--- src/design/timer_subsys_defs.vh ---
// constants for the dual timer, pwm and watchdog subsystem
`ifndef TIMER_SUBSYS_DEFS_VH
`define TIMER_SUBSYS_DEFS_VH
// -----------------------------------------------------------------
// register byte offsets
// -----------------------------------------------------------------
`define A_PRESCALER_CTRL 8'h00
`define A_T1_CTRL 8'h04
`define A_T2_CTRL 8'h08
`define A_PIN0_CTRL 8'h0c
`define A_PIN1_CTRL 8'h10
`define A_EXT_IRQ_CTRL 8'h14
`define A_PRESC_RELOAD 8'h18
`define A_T1_RELOAD 8'h1c
`define A_T2_LOW_RELOAD 8'h20
`define A_T2_HIGH_RELOAD 8'h24
`define A_T1_COUNT 8'h28
`define A_T2_COUNT 8'h2c
`define A_PERIOD_CAPTURE 8'h30
`define A_IRQ_STATUS 8'h34
`define A_IRQ_ENABLE 8'h38
`define A_WDT_CTRL 8'h3c
// -----------------------------------------------------------------
// reset values
// -----------------------------------------------------------------
`define RST_CTRL4 4'h0
`define RST_RELOAD8 8'hff
// -----------------------------------------------------------------
// status / enable bit positions
// -----------------------------------------------------------------
`define IRQ_EXT 0
`define IRQ_T1 1
`define IRQ_T2 2
`define IRQ_PERIOD 3
// -----------------------------------------------------------------
// timing
// -----------------------------------------------------------------
`define SYS_CLK_MHZ 100
`define MC_DIV_LAST 2'd2
`define WDT_LIMIT 16'hfffe
`endif

--- src/design/timer_subsys.v ---
// dual timer, pwm, event counter and watchdog behind an apb slave
//
// Operation
// - timer 1 underflows toggle counter pin 0 into a square wave and set the timer 1 request at the same events.
// - a timer 1 interval is clock period times 3 times (prescaler reload+1) times (timer 1 reload+1).
// - counter pin 0 goes to high impedance when reselected as a counter input.
// - timer 2 counts selected edges of counter pin 0 when that pin is its count source.
// - an external pin edge starts timer 1 through the start synchroniser.
// - the timer 1 reload register holds any value such as 0x52 and the trigger edge is selectable.
// - timer 2 on the system clock makes a pwm wave on counter pin 1.
// - in period mode timer 2 counts ticks of its count source (system clocks with source 11) between two rising external pin edges.
// - at every timer 2 underflow in pwm mode it reloads alternately from the low and high reload registers.
// - with bit 2 of the pin 1 control set, each timer 1 underflow toggles whether pwm reaches counter pin 1.
// - the watchdog asks for reset when not restarted within 65535 machine cycles.
// - timer 1 source 00 pwm, 01 prescaler, 10 counter pin 1, 11 ring oscillator.
// - timer 2 source 00 timer 1 underflow, 01 prescaler, 10 counter pin 0, 11 system clock.
// - the start synchroniser acts only with external pin control enabled, auto-stop also needs the synchroniser.
//
// Chosen here: register access over APB and the register offsets.
`include "timer_subsys_defs.vh"
`timescale 1ns/1ns
`default_nettype none
module timer_subsys (
    input wire CLK_SYS,
    input wire RST,
    input wire CE,
    input wire PSEL,
    input wire PENABLE,
    input wire PWRITE,
    input wire [7:0] PADDR,
    input wire [31:0] PWDATA,
    output reg [31:0] PRDATA,
    output reg PREADY,
    output reg PSLVERR,
    input wire COUNTER_PIN_ZERO_IN,
    output reg COUNTER_PIN_ZERO_OUT,
    output reg COUNTER_PIN_ZERO_OE_N,
    input wire COUNTER_PIN_ONE_IN,
    output reg COUNTER_PIN_ONE_OUT,
    output reg COUNTER_PIN_ONE_OE_N,
    input wire INT_IN,
    input wire RING_CLK_IN,
    output reg IRQ,
    output reg WDT_RESET
);

// -----------------------------------------------------------------
// control registers
// -----------------------------------------------------------------
reg prescaler_ctrl_r;
reg [3:0] t1_ctrl_r;
reg [3:0] t2_ctrl_r;
reg [3:0] pin0_counter_ctrl_r;
reg [3:0] pin1_counter_ctrl_r;
reg [3:0] ext_pin_irq_ctrl_r;
reg [7:0] prescaler_reload_value_r;
reg [7:0] t1_reload_value_r;
reg [7:0] t2_low_period_reload_r;
reg [7:0] t2_high_period_reload_r;
reg [3:0] irq_status_r;
reg [3:0] irq_enable_ctrl_r;
reg wdt_en_r;

// -----------------------------------------------------------------
// pin synchronisers: bit0 pin0, bit1 pin1, bit2 ext int, bit3 ring
// -----------------------------------------------------------------
reg [3:0] sync1_r;
reg [3:0] sync2_r;
reg [3:0] hist_r;

// two flops per pin, then one history flop for edge detection
always @(posedge CLK_SYS or posedge RST) begin
    if (RST) begin
        sync1_r <= 4'h0;
        sync2_r <= 4'h0;
        hist_r <= 4'h0;
    end else if (CE) begin
        sync1_r <= {RING_CLK_IN, INT_IN, COUNTER_PIN_ONE_IN,
            COUNTER_PIN_ZERO_IN};
        sync2_r <= sync1_r;
        hist_r <= sync2_r;
    end
end

wire [3:0] rise = sync2_r & ~hist_r;
wire [3:0] fall = ~sync2_r & hist_r;
// counter pin edges, edge chosen by bit 0 of each pin control
wire pin0_edge = pin0_counter_ctrl_r[0] ? rise[0] : fall[0];
wire pin1_edge = pin1_counter_ctrl_r[0] ? rise[1] : fall[1];
// external pin: enable bit3, polarity bit2, both edges bit1
wire ext_edge = ext_pin_irq_ctrl_r[3] & (ext_pin_irq_ctrl_r[1] ?
    (rise[2] | fall[2]) :
    (ext_pin_irq_ctrl_r[2] ? rise[2] : fall[2]));

// -----------------------------------------------------------------
// apb decode
// -----------------------------------------------------------------
wire acc = PSEL & PENABLE & PREADY;
wire wr = acc & PWRITE;
wire [3:0] wd4 = PWDATA[3:0];
wire [7:0] wd8 = PWDATA[7:0];

// -----------------------------------------------------------------
// machine cycle divider and prescaler
// -----------------------------------------------------------------
reg [1:0] mc_cnt_r;
reg [7:0] presc_cnt_r;
reg presc_out_r;
wire mc_tick = (mc_cnt_r == `MC_DIV_LAST);

// one machine cycle is three system clocks
always @(posedge CLK_SYS or posedge RST) begin
    if (RST) begin
        mc_cnt_r <= 2'd0;
    end else if (CE) begin
        mc_cnt_r <= mc_tick ? 2'd0 : mc_cnt_r + 2'd1;
    end
end

// prescaler counts machine cycles, pulses on underflow
always @(posedge CLK_SYS or posedge RST) begin
    if (RST) begin
        presc_cnt_r <= `RST_RELOAD8;
        presc_out_r <= 1'b0;
    end else if (CE) begin
        presc_out_r <= 1'b0;
        if (!prescaler_ctrl_r) begin
            presc_cnt_r <= prescaler_reload_value_r;
        end else if (mc_tick) begin
            if (presc_cnt_r == 8'h00) begin
                presc_cnt_r <= prescaler_reload_value_r;
                presc_out_r <= 1'b1;
            end else begin
                presc_cnt_r <= presc_cnt_r - 8'h01;
            end
        end
    end
end

// -----------------------------------------------------------------
// timer 1
// -----------------------------------------------------------------
reg [7:0] t1_cnt_r;
reg t1_started_r;
reg t2_pwm_signal_r;
reg t2_pwm_hist_r;
reg t1_src;
wire start_sync_en = ext_pin_irq_ctrl_r[0] & pin0_counter_ctrl_r[1];
wire auto_stop_en = start_sync_en & pin0_counter_ctrl_r[2];
wire t1_run = t1_ctrl_r[2] & (~start_sync_en | t1_started_r);
wire t1_tick = t1_run & t1_src;
wire t1_underflow_sig = t1_tick & (t1_cnt_r == 8'h00);

// timer 1 count source select
always @* begin
    case (t1_ctrl_r[1:0])
        2'b00: t1_src = t2_pwm_signal_r & ~t2_pwm_hist_r;
        2'b01: t1_src = presc_out_r;
        2'b10: t1_src = pin1_edge;
        2'b11: t1_src = rise[3];
        default: t1_src = 1'b0;
    endcase
end

// down counter with reload, loaded on write while stopped
always @(posedge CLK_SYS or posedge RST) begin
    if (RST) begin
        t1_cnt_r <= `RST_RELOAD8;
    end else if (CE) begin
        if (wr && PADDR == `A_T1_RELOAD && !t1_ctrl_r[2]) begin
            t1_cnt_r <= wd8;
        end else if (t1_tick) begin
            t1_cnt_r <= (t1_cnt_r == 8'h00) ? t1_reload_value_r :
                t1_cnt_r - 8'h01;
        end
    end
end

// start synchroniser and auto-stop
always @(posedge CLK_SYS or posedge RST) begin
    if (RST) begin
        t1_started_r <= 1'b0;
    end else if (CE) begin
        if (!start_sync_en) begin
            t1_started_r <= 1'b0;
        end else if (ext_edge) begin
            t1_started_r <= 1'b1;
        end else if (auto_stop_en && t1_underflow_sig) begin
            t1_started_r <= 1'b0;
        end
    end
end

// -----------------------------------------------------------------
// timer 2
// -----------------------------------------------------------------
reg [7:0] t2_cnt_r;
reg [7:0] period_cap_r;
reg t2_src;
wire period_mode = pin1_counter_ctrl_r[1];
wire t2_tick = t2_ctrl_r[2] & t2_src;
wire t2_udf = t2_tick & ~period_mode & (t2_cnt_r == 8'h00);
wire period_edge = period_mode & t2_ctrl_r[2] & rise[2];

// timer 2 count source select
always @* begin
    case (t2_ctrl_r[1:0])
        2'b00: t2_src = t1_underflow_sig;
        2'b01: t2_src = presc_out_r;
        2'b10: t2_src = pin0_edge;
        2'b11: t2_src = 1'b1;
        default: t2_src = 1'b0;
    endcase
end

// down counter, pwm reload or period up-count
always @(posedge CLK_SYS or posedge RST) begin
    if (RST) begin
        t2_cnt_r <= `RST_RELOAD8;
        t2_pwm_signal_r <= 1'b0;
        period_cap_r <= 8'h00;
    end else if (CE) begin
        if (period_edge) begin
            period_cap_r <= t2_cnt_r;
            t2_cnt_r <= 8'h01; // edge cycle counts as the first
        end else if (wr && PADDR == `A_T2_LOW_RELOAD && !t2_ctrl_r[2]) begin
            t2_cnt_r <= wd8;
        end else if (t2_tick && period_mode) begin
            t2_cnt_r <= t2_cnt_r + 8'h01;
        end else if (t2_udf && t2_ctrl_r[3]) begin
            t2_pwm_signal_r <= ~t2_pwm_signal_r;
            t2_cnt_r <= t2_pwm_signal_r ? t2_low_period_reload_r :
                t2_high_period_reload_r;
        end else if (t2_udf) begin
            t2_cnt_r <= t2_low_period_reload_r;
        end else if (t2_tick) begin
            t2_cnt_r <= t2_cnt_r - 8'h01;
        end
        if (!t2_ctrl_r[3]) begin
            t2_pwm_signal_r <= 1'b0;
        end
    end
end

// -----------------------------------------------------------------
// counter pin outputs
// -----------------------------------------------------------------
reg pwm_gate_r;

// pin 0 square wave, pin 1 gated pwm, enables from pin control
always @(posedge CLK_SYS or posedge RST) begin
    if (RST) begin
        COUNTER_PIN_ZERO_OUT <= 1'b0;
        COUNTER_PIN_ZERO_OE_N <= 1'b1;
        COUNTER_PIN_ONE_OUT <= 1'b0;
        COUNTER_PIN_ONE_OE_N <= 1'b1;
        pwm_gate_r <= 1'b1;
        t2_pwm_hist_r <= 1'b0;
    end else if (CE) begin
        t2_pwm_hist_r <= t2_pwm_signal_r;
        if (t1_underflow_sig && t1_ctrl_r[3]) begin
            COUNTER_PIN_ZERO_OUT <= ~COUNTER_PIN_ZERO_OUT;
        end
        COUNTER_PIN_ZERO_OE_N <= ~pin0_counter_ctrl_r[3];
        if (!pin1_counter_ctrl_r[2]) begin
            pwm_gate_r <= 1'b1;
        end else if (t1_underflow_sig) begin
            pwm_gate_r <= ~pwm_gate_r;
        end
        COUNTER_PIN_ONE_OUT <= t2_pwm_signal_r & pwm_gate_r;
        COUNTER_PIN_ONE_OE_N <= ~pin1_counter_ctrl_r[3];
    end
end

// -----------------------------------------------------------------
// watchdog
// -----------------------------------------------------------------
reg [15:0] wdt_cnt_r;
wire wdt_restart = wr && PADDR == `A_WDT_CTRL && PWDATA[1];

// counts machine cycles, restart op clears, limit fires reset
always @(posedge CLK_SYS or posedge RST) begin
    if (RST) begin
        wdt_cnt_r <= 16'h0000;
        WDT_RESET <= 1'b0;
    end else if (CE) begin
        WDT_RESET <= 1'b0;
        if (!wdt_en_r || wdt_restart) begin
            wdt_cnt_r <= 16'h0000;
        end else if (mc_tick) begin
            if (wdt_cnt_r == `WDT_LIMIT) begin
                wdt_cnt_r <= 16'h0000;
                WDT_RESET <= 1'b1;
            end else begin
                wdt_cnt_r <= wdt_cnt_r + 16'h0001;
            end
        end
    end
end

// -----------------------------------------------------------------
// control registers and interrupt status
// -----------------------------------------------------------------
wire [3:0] irq_set = {period_edge, t2_udf | (t2_tick & period_mode &
    (t2_cnt_r == 8'hff)), t1_underflow_sig, ext_edge};
wire [3:0] irq_clr = (wr && PADDR == `A_IRQ_STATUS) ? wd4 : 4'h0;

// software writes; status set wins over write-one-to-clear
always @(posedge CLK_SYS or posedge RST) begin
    if (RST) begin
        prescaler_ctrl_r <= 1'b0;
        t1_ctrl_r <= `RST_CTRL4;
        t2_ctrl_r <= `RST_CTRL4;
        pin0_counter_ctrl_r <= `RST_CTRL4;
        pin1_counter_ctrl_r <= `RST_CTRL4;
        ext_pin_irq_ctrl_r <= `RST_CTRL4;
        prescaler_reload_value_r <= `RST_RELOAD8;
        t1_reload_value_r <= `RST_RELOAD8;
        t2_low_period_reload_r <= `RST_RELOAD8;
        t2_high_period_reload_r <= `RST_RELOAD8;
        irq_enable_ctrl_r <= 4'h0;
        irq_status_r <= 4'h0;
        wdt_en_r <= 1'b0;
        IRQ <= 1'b0;
    end else if (CE) begin
        if (wr) begin
            case (PADDR)
                `A_PRESCALER_CTRL: prescaler_ctrl_r <= PWDATA[0];
                `A_T1_CTRL: t1_ctrl_r <= wd4;
                `A_T2_CTRL: t2_ctrl_r <= wd4;
                `A_PIN0_CTRL: pin0_counter_ctrl_r <= wd4;
                `A_PIN1_CTRL: pin1_counter_ctrl_r <= wd4;
                `A_EXT_IRQ_CTRL: ext_pin_irq_ctrl_r <= wd4;
                `A_PRESC_RELOAD: prescaler_reload_value_r <= wd8;
                `A_T1_RELOAD: t1_reload_value_r <= wd8;
                `A_T2_LOW_RELOAD: t2_low_period_reload_r <= wd8;
                `A_T2_HIGH_RELOAD: t2_high_period_reload_r <= wd8;
                `A_IRQ_ENABLE: irq_enable_ctrl_r <= wd4;
                `A_WDT_CTRL: wdt_en_r <= wdt_en_r | PWDATA[0];
                default: ;
            endcase
        end
        irq_status_r <= (irq_status_r & ~irq_clr) | irq_set;
        IRQ <= |(irq_status_r & irq_enable_ctrl_r);
    end
end

// -----------------------------------------------------------------
// apb read and answer
// -----------------------------------------------------------------
reg [7:0] rdata;
reg mapped;

// read mux and address check
always @* begin
    mapped = 1'b1;
    case (PADDR)
        `A_PRESCALER_CTRL: rdata = {7'h00, prescaler_ctrl_r};
        `A_T1_CTRL: rdata = {4'h0, t1_ctrl_r};
        `A_T2_CTRL: rdata = {4'h0, t2_ctrl_r};
        `A_PIN0_CTRL: rdata = {4'h0, pin0_counter_ctrl_r};
        `A_PIN1_CTRL: rdata = {4'h0, pin1_counter_ctrl_r};
        `A_EXT_IRQ_CTRL: rdata = {4'h0, ext_pin_irq_ctrl_r};
        `A_PRESC_RELOAD: rdata = prescaler_reload_value_r;
        `A_T1_RELOAD: rdata = t1_reload_value_r;
        `A_T2_LOW_RELOAD: rdata = t2_low_period_reload_r;
        `A_T2_HIGH_RELOAD: rdata = t2_high_period_reload_r;
        `A_T1_COUNT: rdata = t1_cnt_r;
        `A_T2_COUNT: rdata = t2_cnt_r;
        `A_PERIOD_CAPTURE: rdata = period_cap_r;
        `A_IRQ_STATUS: rdata = {4'h0, irq_status_r};
        `A_IRQ_ENABLE: rdata = {4'h0, irq_enable_ctrl_r};
        `A_WDT_CTRL: rdata = {7'h00, wdt_en_r};
        default: begin
            rdata = 8'h00;
            mapped = 1'b0;
        end
    endcase
end

// one wait state: ready one cycle into the access phase
always @(posedge CLK_SYS or posedge RST) begin
    if (RST) begin
        PREADY <= 1'b0;
        PRDATA <= 32'h00000000;
        PSLVERR <= 1'b0;
    end else if (CE) begin
        PREADY <= PSEL & PENABLE & ~PREADY;
        PSLVERR <= PSEL & PENABLE & ~PREADY & ~mapped;
        if (PSEL && PENABLE && !PREADY && !PWRITE) begin
            PRDATA <= {24'h000000, rdata};
        end
    end
end

endmodule // timer_subsys
`default_nettype wire

--- config.mk ---
export PLATFORM = sky130hd
export DESIGN_NAME = timer_subsys
export DESIGN_NICKNAME = d
export VERILOG_FILES = /design/src/design/timer_subsys.v
export VERILOG_INCLUDE_DIRS = /design/src /design/src/design
export SDC_FILE = /design/constraint.sdc
export NUM_CORES = 1
export LEC_CHECK = 0
export ABC_AREA = 1
export BUFFER_PORTS_ARGS = -buffer_cell sky130_fd_sc_hd__clkbuf_2
export CAP_MARGIN = 20
export CORE_MARGIN = 5
export CORE_UTILIZATION = 42
export DETAILED_ROUTE_END_ITERATION = 8
export GPL_TIMING_DRIVEN = 1
export PLACE_DENSITY = 0.71
export SLEW_MARGIN = 10
export SYNTH_ARGS = -nofsm -noshare
export SYNTH_HDL_FRONTEND = slang
export SYNTH_SLANG_ARGS = --single-unit
--- constraint.sdc ---
create_clock -name CLK_SYS -period 5.6 [get_ports CLK_SYS]
set_clock_uncertainty 0.15 [all_clocks]
set_input_delay 0.84 -clock CLK_SYS [delete_from_list [all_inputs] [get_ports CLK_SYS]]
set_output_delay 0.84 -clock CLK_SYS [all_outputs]
set_load 0.01 [all_outputs]
After elaboration in Yosys (flattened, before gate mapping)
Cells that the tools add are included.
Cells by class
  add/subtract/negate cells: 6
  bitwise logic cells: 42
  reduce and logical (&&, ||, !) cells: 53
  eq/ne operators: 31
  mux-type cells: 42
Operators with widths (count)
  8-bit one-hot mux with 16 select lines: 1
  8-bit two-way mux: 13
  8-bit by 6-bit equality test with 1-bit output (second input constant): 8
  16-bit two-way mux: 3
  3-bit AND reduction: 12
  8-bit by 5-bit equality test with 1-bit output (second input constant): 4
  8-bit zero test: 4
  8-bit by 1-bit subtractor with 8-bit output (second input constant): 3
  1-bit two-way mux: 21
  1-bit bitwise AND: 20
  2-bit AND reduction: 9
  16-bit by 1-bit adder with 16-bit output (second input constant): 1
  16-bit equality test (second input constant): 1
  8-bit by 4-bit equality test with 1-bit output (second input constant): 2
  16-bit OR reduction: 1
  1-bit logical AND: 14
  4-bit bitwise AND: 3
  2-bit equality test (second input constant): 5
  1-bit NOT: 10
  8-bit by 1-bit adder with 8-bit output (second input constant): 1
  8-bit by 3-bit equality test with 1-bit output (second input constant): 1
  8-bit equality test (second input constant): 1
  4-bit NOT: 2
  1-bit one-hot mux with 4 select lines: 2
  18 further kinds: 32
Storage, ports and cells
  output and inout port bits: 40
  input port bits: 50
  bits in registers: 145

Depth between registers and ports, before layout
  depth after elaboration: 16
  depth in mapped cells: 16
  gate-level depth less buffers: 16

Worst setup path before layout
OpenSTA, ideal clock, no wires.
  path kind: input -> register
  start point: in CE
  end point: reg PRDATA[5]
  data arrival time: 2.051 ns
  path buffers: 1
  stages on the path: 6
  data required time: 5.325 ns
  setup slack: 3.274 ns
  setup time: 0.125 ns
  cells stage by stage: buf_2 -> inv_1 -> nor3_1 -> inv_1 -> nor2_1 -> mux2_2
Between the ends
  longest elaborated chain between the ends: 1
RTL lines
  from (decl): line timer_subsys.v:26  | input wire CE,
  2-bit AND reduction (no line)
  to (signal assigned): line timer_subsys.v:391  | PRDATA <= {24'h000000, rdata};
  to (decl): line timer_subsys.v:32  | output reg [31:0] PRDATA,
Every way passes these cells.
A chain may end at the register's enable or synchronous reset.

Final worst setup path
  start point: in CE
  end point: reg t2_low_period_reload_r[5]
Between the ends
  longest elaborated chain between the ends: 1
RTL lines
  3-bit AND reduction (no line)
  to (signal assigned): line timer_subsys.v:319  | t2_low_period_reload_r <= `RST_RELOAD8;
  to (signal assigned): line timer_subsys.v:336  | `A_T2_LOW_RELOAD: t2_low_period_reload_r <= wd8;
  to (decl): line timer_subsys.v:58  | reg [7:0] t2_low_period_reload_r;
Every way passes these cells.

==> flow_metrics.env <==
export IMPL_rows=51
export IMPL_postSynthAreaPerCell_sq_um=7.743
export IMPL_status="complete, no violations"
export IMPL_start_util_pct=42.77
export IMPL_worst_slew_pin_slew_ns=0.7733
export IMPL_clk_pin_slew_ns=0.07
export IMPL_n_antenna_cell=0
export IMPL_p_int_mw=1.818
export IMPL_netSwitchingFraction_pct=27.81
export IMPL_finalHoldViolations=0
export IMPL_cts_sinks=145
export IMPL_clk_latency_ns=0.44
export IMPL_crit_buf_inv=3
export IMPL_yosysTopAreaCell="dfrtp_1"
export IMPL_finalWirelength_um=22000
export IMPL_ctsResizeCount=0
export IMPL_drtIter0Drc=592
export IMPL_grt_max_degree=61
export IMPL_yosysSeqAreaShare_pct=44.48
export IMPL_cts_buffer_depth=2
export IMPL_rsz0062_at_grt="no"
export IMPL_cpPeakStageDelay_ns=0.58
export IMPL_dieArea_sq_um=22730
export IMPL_path_delay_family="buffers and inverters"
export IMPL_ys_async_sr_fraction_pct=100.0
export IMPL_path_class="in -> reg"
export IMPL_wl_per_cell_um=15.79
export IMPL_drc_errors=0
export IMPL_grt_use_total_pct=20.16
export IMPL_hpwl_um=16160
export IMPL_pwr_share_seq_pct=44.9
export IMPL_vias_per_cell=5.228
export IMPL_cts_htree_levels=4
export IMPL_drv_slew=0
export IMPL_fin_nets=1175
export IMPL_antenna_found_initial=0
export IMPL_fmaxAchievable_mhz=346.9
export IMPL_slew_headroom_pct=48.45
export IMPL_cp_max_fo=35
export IMPL_critical_path_cell_chain="clkbuf_2 -> inv_1 -> buf_4 -> nor2_2 -> nand2_1 -> o21ai_0"
export IMPL_critPathRequiredTime_ns=5.80
export IMPL_port_buffers=41
export IMPL_cts_buffers=17
export IMPL_synth_cells=1075
export IMPL_ant_nets=0
export IMPL_die_y_um=150.8
export IMPL_worstSetupEndpointType="flop"
export IMPL_post_route_period_util_pct=51.48
export IMPL_core_area_sq_um=19460
export IMPL_dpl_cell_area_sq_um=8673
export IMPL_die_w_um=150.8
export IMPL_place_inst=1361
export IMPL_hp_class="in -> async"
export IMPL_gp_congestion=0.9501
export IMPL_leakagePower_nw=4.304
export IMPL_design_area_sq_um=9266
export IMPL_post_cts_buffers=0
export IMPL_fillers=1892
export IMPL_peakVddDrop_mv=0.2106
export IMPL_startpoint_type="input port"
export IMPL_top_level_ports=90
export IMPL_vias=7283
export IMPL_syn2layout_area_growth_pct=11.32
export IMPL_dp_slack_ns=2.305
export IMPL_yosysWarnings=0
export IMPL_layout_commonest_cell="nand2_1"
export IMPL_fin_cells=1393
export IMPL_setup_viol=0
export IMPL_synth_cell_types=57
export IMPL_crit_slowest_cell="clkbuf_2"
export IMPL_power_switching_uw=700.1
export IMPL_hold_buffers=0
export IMPL_grt_pass1_vias=6862
export IMPL_pwr_share_clk_pct=46.3
export IMPL_cts_tree="yes"
export IMPL_cts_root_buf="clkbuf_16"
export IMPL_min_period_ns=2.883
export IMPL_crit_arrival_ns=3.08
export IMPL_max_cap_violations=0
export IMPL_grt_pass1_wl_um=35890
export IMPL_hold_ws_ns=0.2094
export IMPL_synth_area_leaders="dfrtp_1, dfstp_2, nand2_1"
export IMPL_syn_area_sq_um=8324
export IMPL_drive_above_1_share_pct=17.38
export IMPL_firstDrtPassIters=5
export IMPL_setup_ws_ns=2.717
export IMPL_ys_seq_elements=145
export IMPL_mostFrequentLayoutCells="nand2_1, o21ai_0, inv_1, dfrtp_1, nor2_1"
export IMPL_powerDensity_nw_per_um2=271.7
export IMPL_synthDominantCellAreaShare_pct=25.85
export IMPL_gr_total_overflow=0
export IMPL_synth_ff_type="dfrtp_1"
export IMPL_setup_tns_final_ns=0
export IMPL_pwr_share_comb_pct=8.8
export IMPL_synth_edf_count=0
[power by group through the flow]
| stage | logic, mW | registers [mW] | clock network, mW |
|---|---|---|---|
| floorplan | 0.173 | 1.14 | 0 |
| detailed placement | 0.220 | 1.15 | 0 |
| global route | 0.256 | 1.14 | 1.22 |
| global placement | 0.215 | 1.15 | 0 |
| CTS | 0.222 | 1.13 | 1.18 |
| finish | 0.220 | 1.13 | 1.17 |
[through the flow]
| step | utilization, % | total power, mW |
|---|---|---|
| global placement | 44.56 | 1.361 |
| finish | 47.61 | 2.518 |
| CTS | 47.61 | 2.534 |
| global route | 47.61 | 2.618 |
| floorplan | - | 1.314 |
| detailed placement | 44.56 | 1.369 |
[final timing paths]
kind / startpoint / to / slack, ns / cells past startpoint
worst min-delay path: RST / wdt_cnt_r[9]$_DFFE_PP0P_ / 0.21 / 2
worst max-delay path: CE / t2_low_period_reload_r[5]$_DFFE_PP1P_ / 2.72 / 6
worst max register to register: PREADY$_DFFE_PP0P_ / t2_low_period_reload_r[5]$_DFFE_PP1P_ / 3.15 / 6
worst min register to register: sync1_r[2]$_DFFE_PP0P_ / sync1_r[2]$_DFFE_PP0P_ / 0.33 / 2
max in group asynchronous: RST / period_cap_r[3]$_DFFE_PP0P_ / 4.02 / 3
min in group CLK_SYS: sync1_r[2]$_DFFE_PP0P_ / sync1_r[2]$_DFFE_PP0P_ / 0.33 / 2
[cell families after synthesis]
group                    share of synthesized area (%)
AO/OA/AOI/OAI                                    16.07
other                                          0.04505
XOR/XNOR                                         1.789
buffers and inverters                            10.25
adder cells (fa/ha/maj)                          1.503
flip-flops                                       44.48
multiplexers                                    0.2705
AND/OR/NAND/NOR                                  25.60
[cell type report]
cell class	instances	area (sq um)	share of cell area [%]
multi-input combinational	762	3855	41.60
clock inverter	13	140.1	1.512
sequential	145	3702	39.95
timing repair buffer	44	227.7	2.457
clock buffer	19	452.9	4.888
tap	265	331.6	3.578
inverter	145	556.8	6.009
[worst register-to-register path, delay by kind of cell (launching register included)]
family	cells	cell delay, ns
and+or+nand+nor	3	1.33
AOI/OAI and AO/OA	1	0.29
buffers and inverters	2	0.22
DFF	1	0.38
[metal layers]
metal	vias to the layer above	share of wire, %	track usage (%)	wire length, um
li1	3551	-	-	-
met1	3419	44	27.60	9771
met2	274	47	32.51	10240
met3	39	6.9	3.621	1520
met4	0	2.1	6.573	465
met5	-	0	0	0
[state kept, by name, indices dropped and copies added (netlist names), 8 cells and up]
signal and cells:
t1_reload_value_r 8, t2_high_period_reload_r 8, t2_low_period_reload_r 8, t2_cnt_r 8
prescaler_reload_value_r 8, wdt_cnt_r 16, t1_cnt_r 8, period_cap_r 8
presc_cnt_r 8, PRDATA 8
[synth_stat cells (10+ instances only)]
cell,n
a21oi_1,19
buf_4,25
clkbuf_1,12
dfrtp_1,86
dfstp_2,59
ha_1,10
inv_1,127
inv_2,14
nand2_1,294
nand3_1,39
nand4_1,11
nor2_1,76
nor3_1,17
o21ai_0,140
o21ai_1,16
o22ai_1,15
xor2_1,14
No activity file was read; power rests on OpenSTA's default activity.
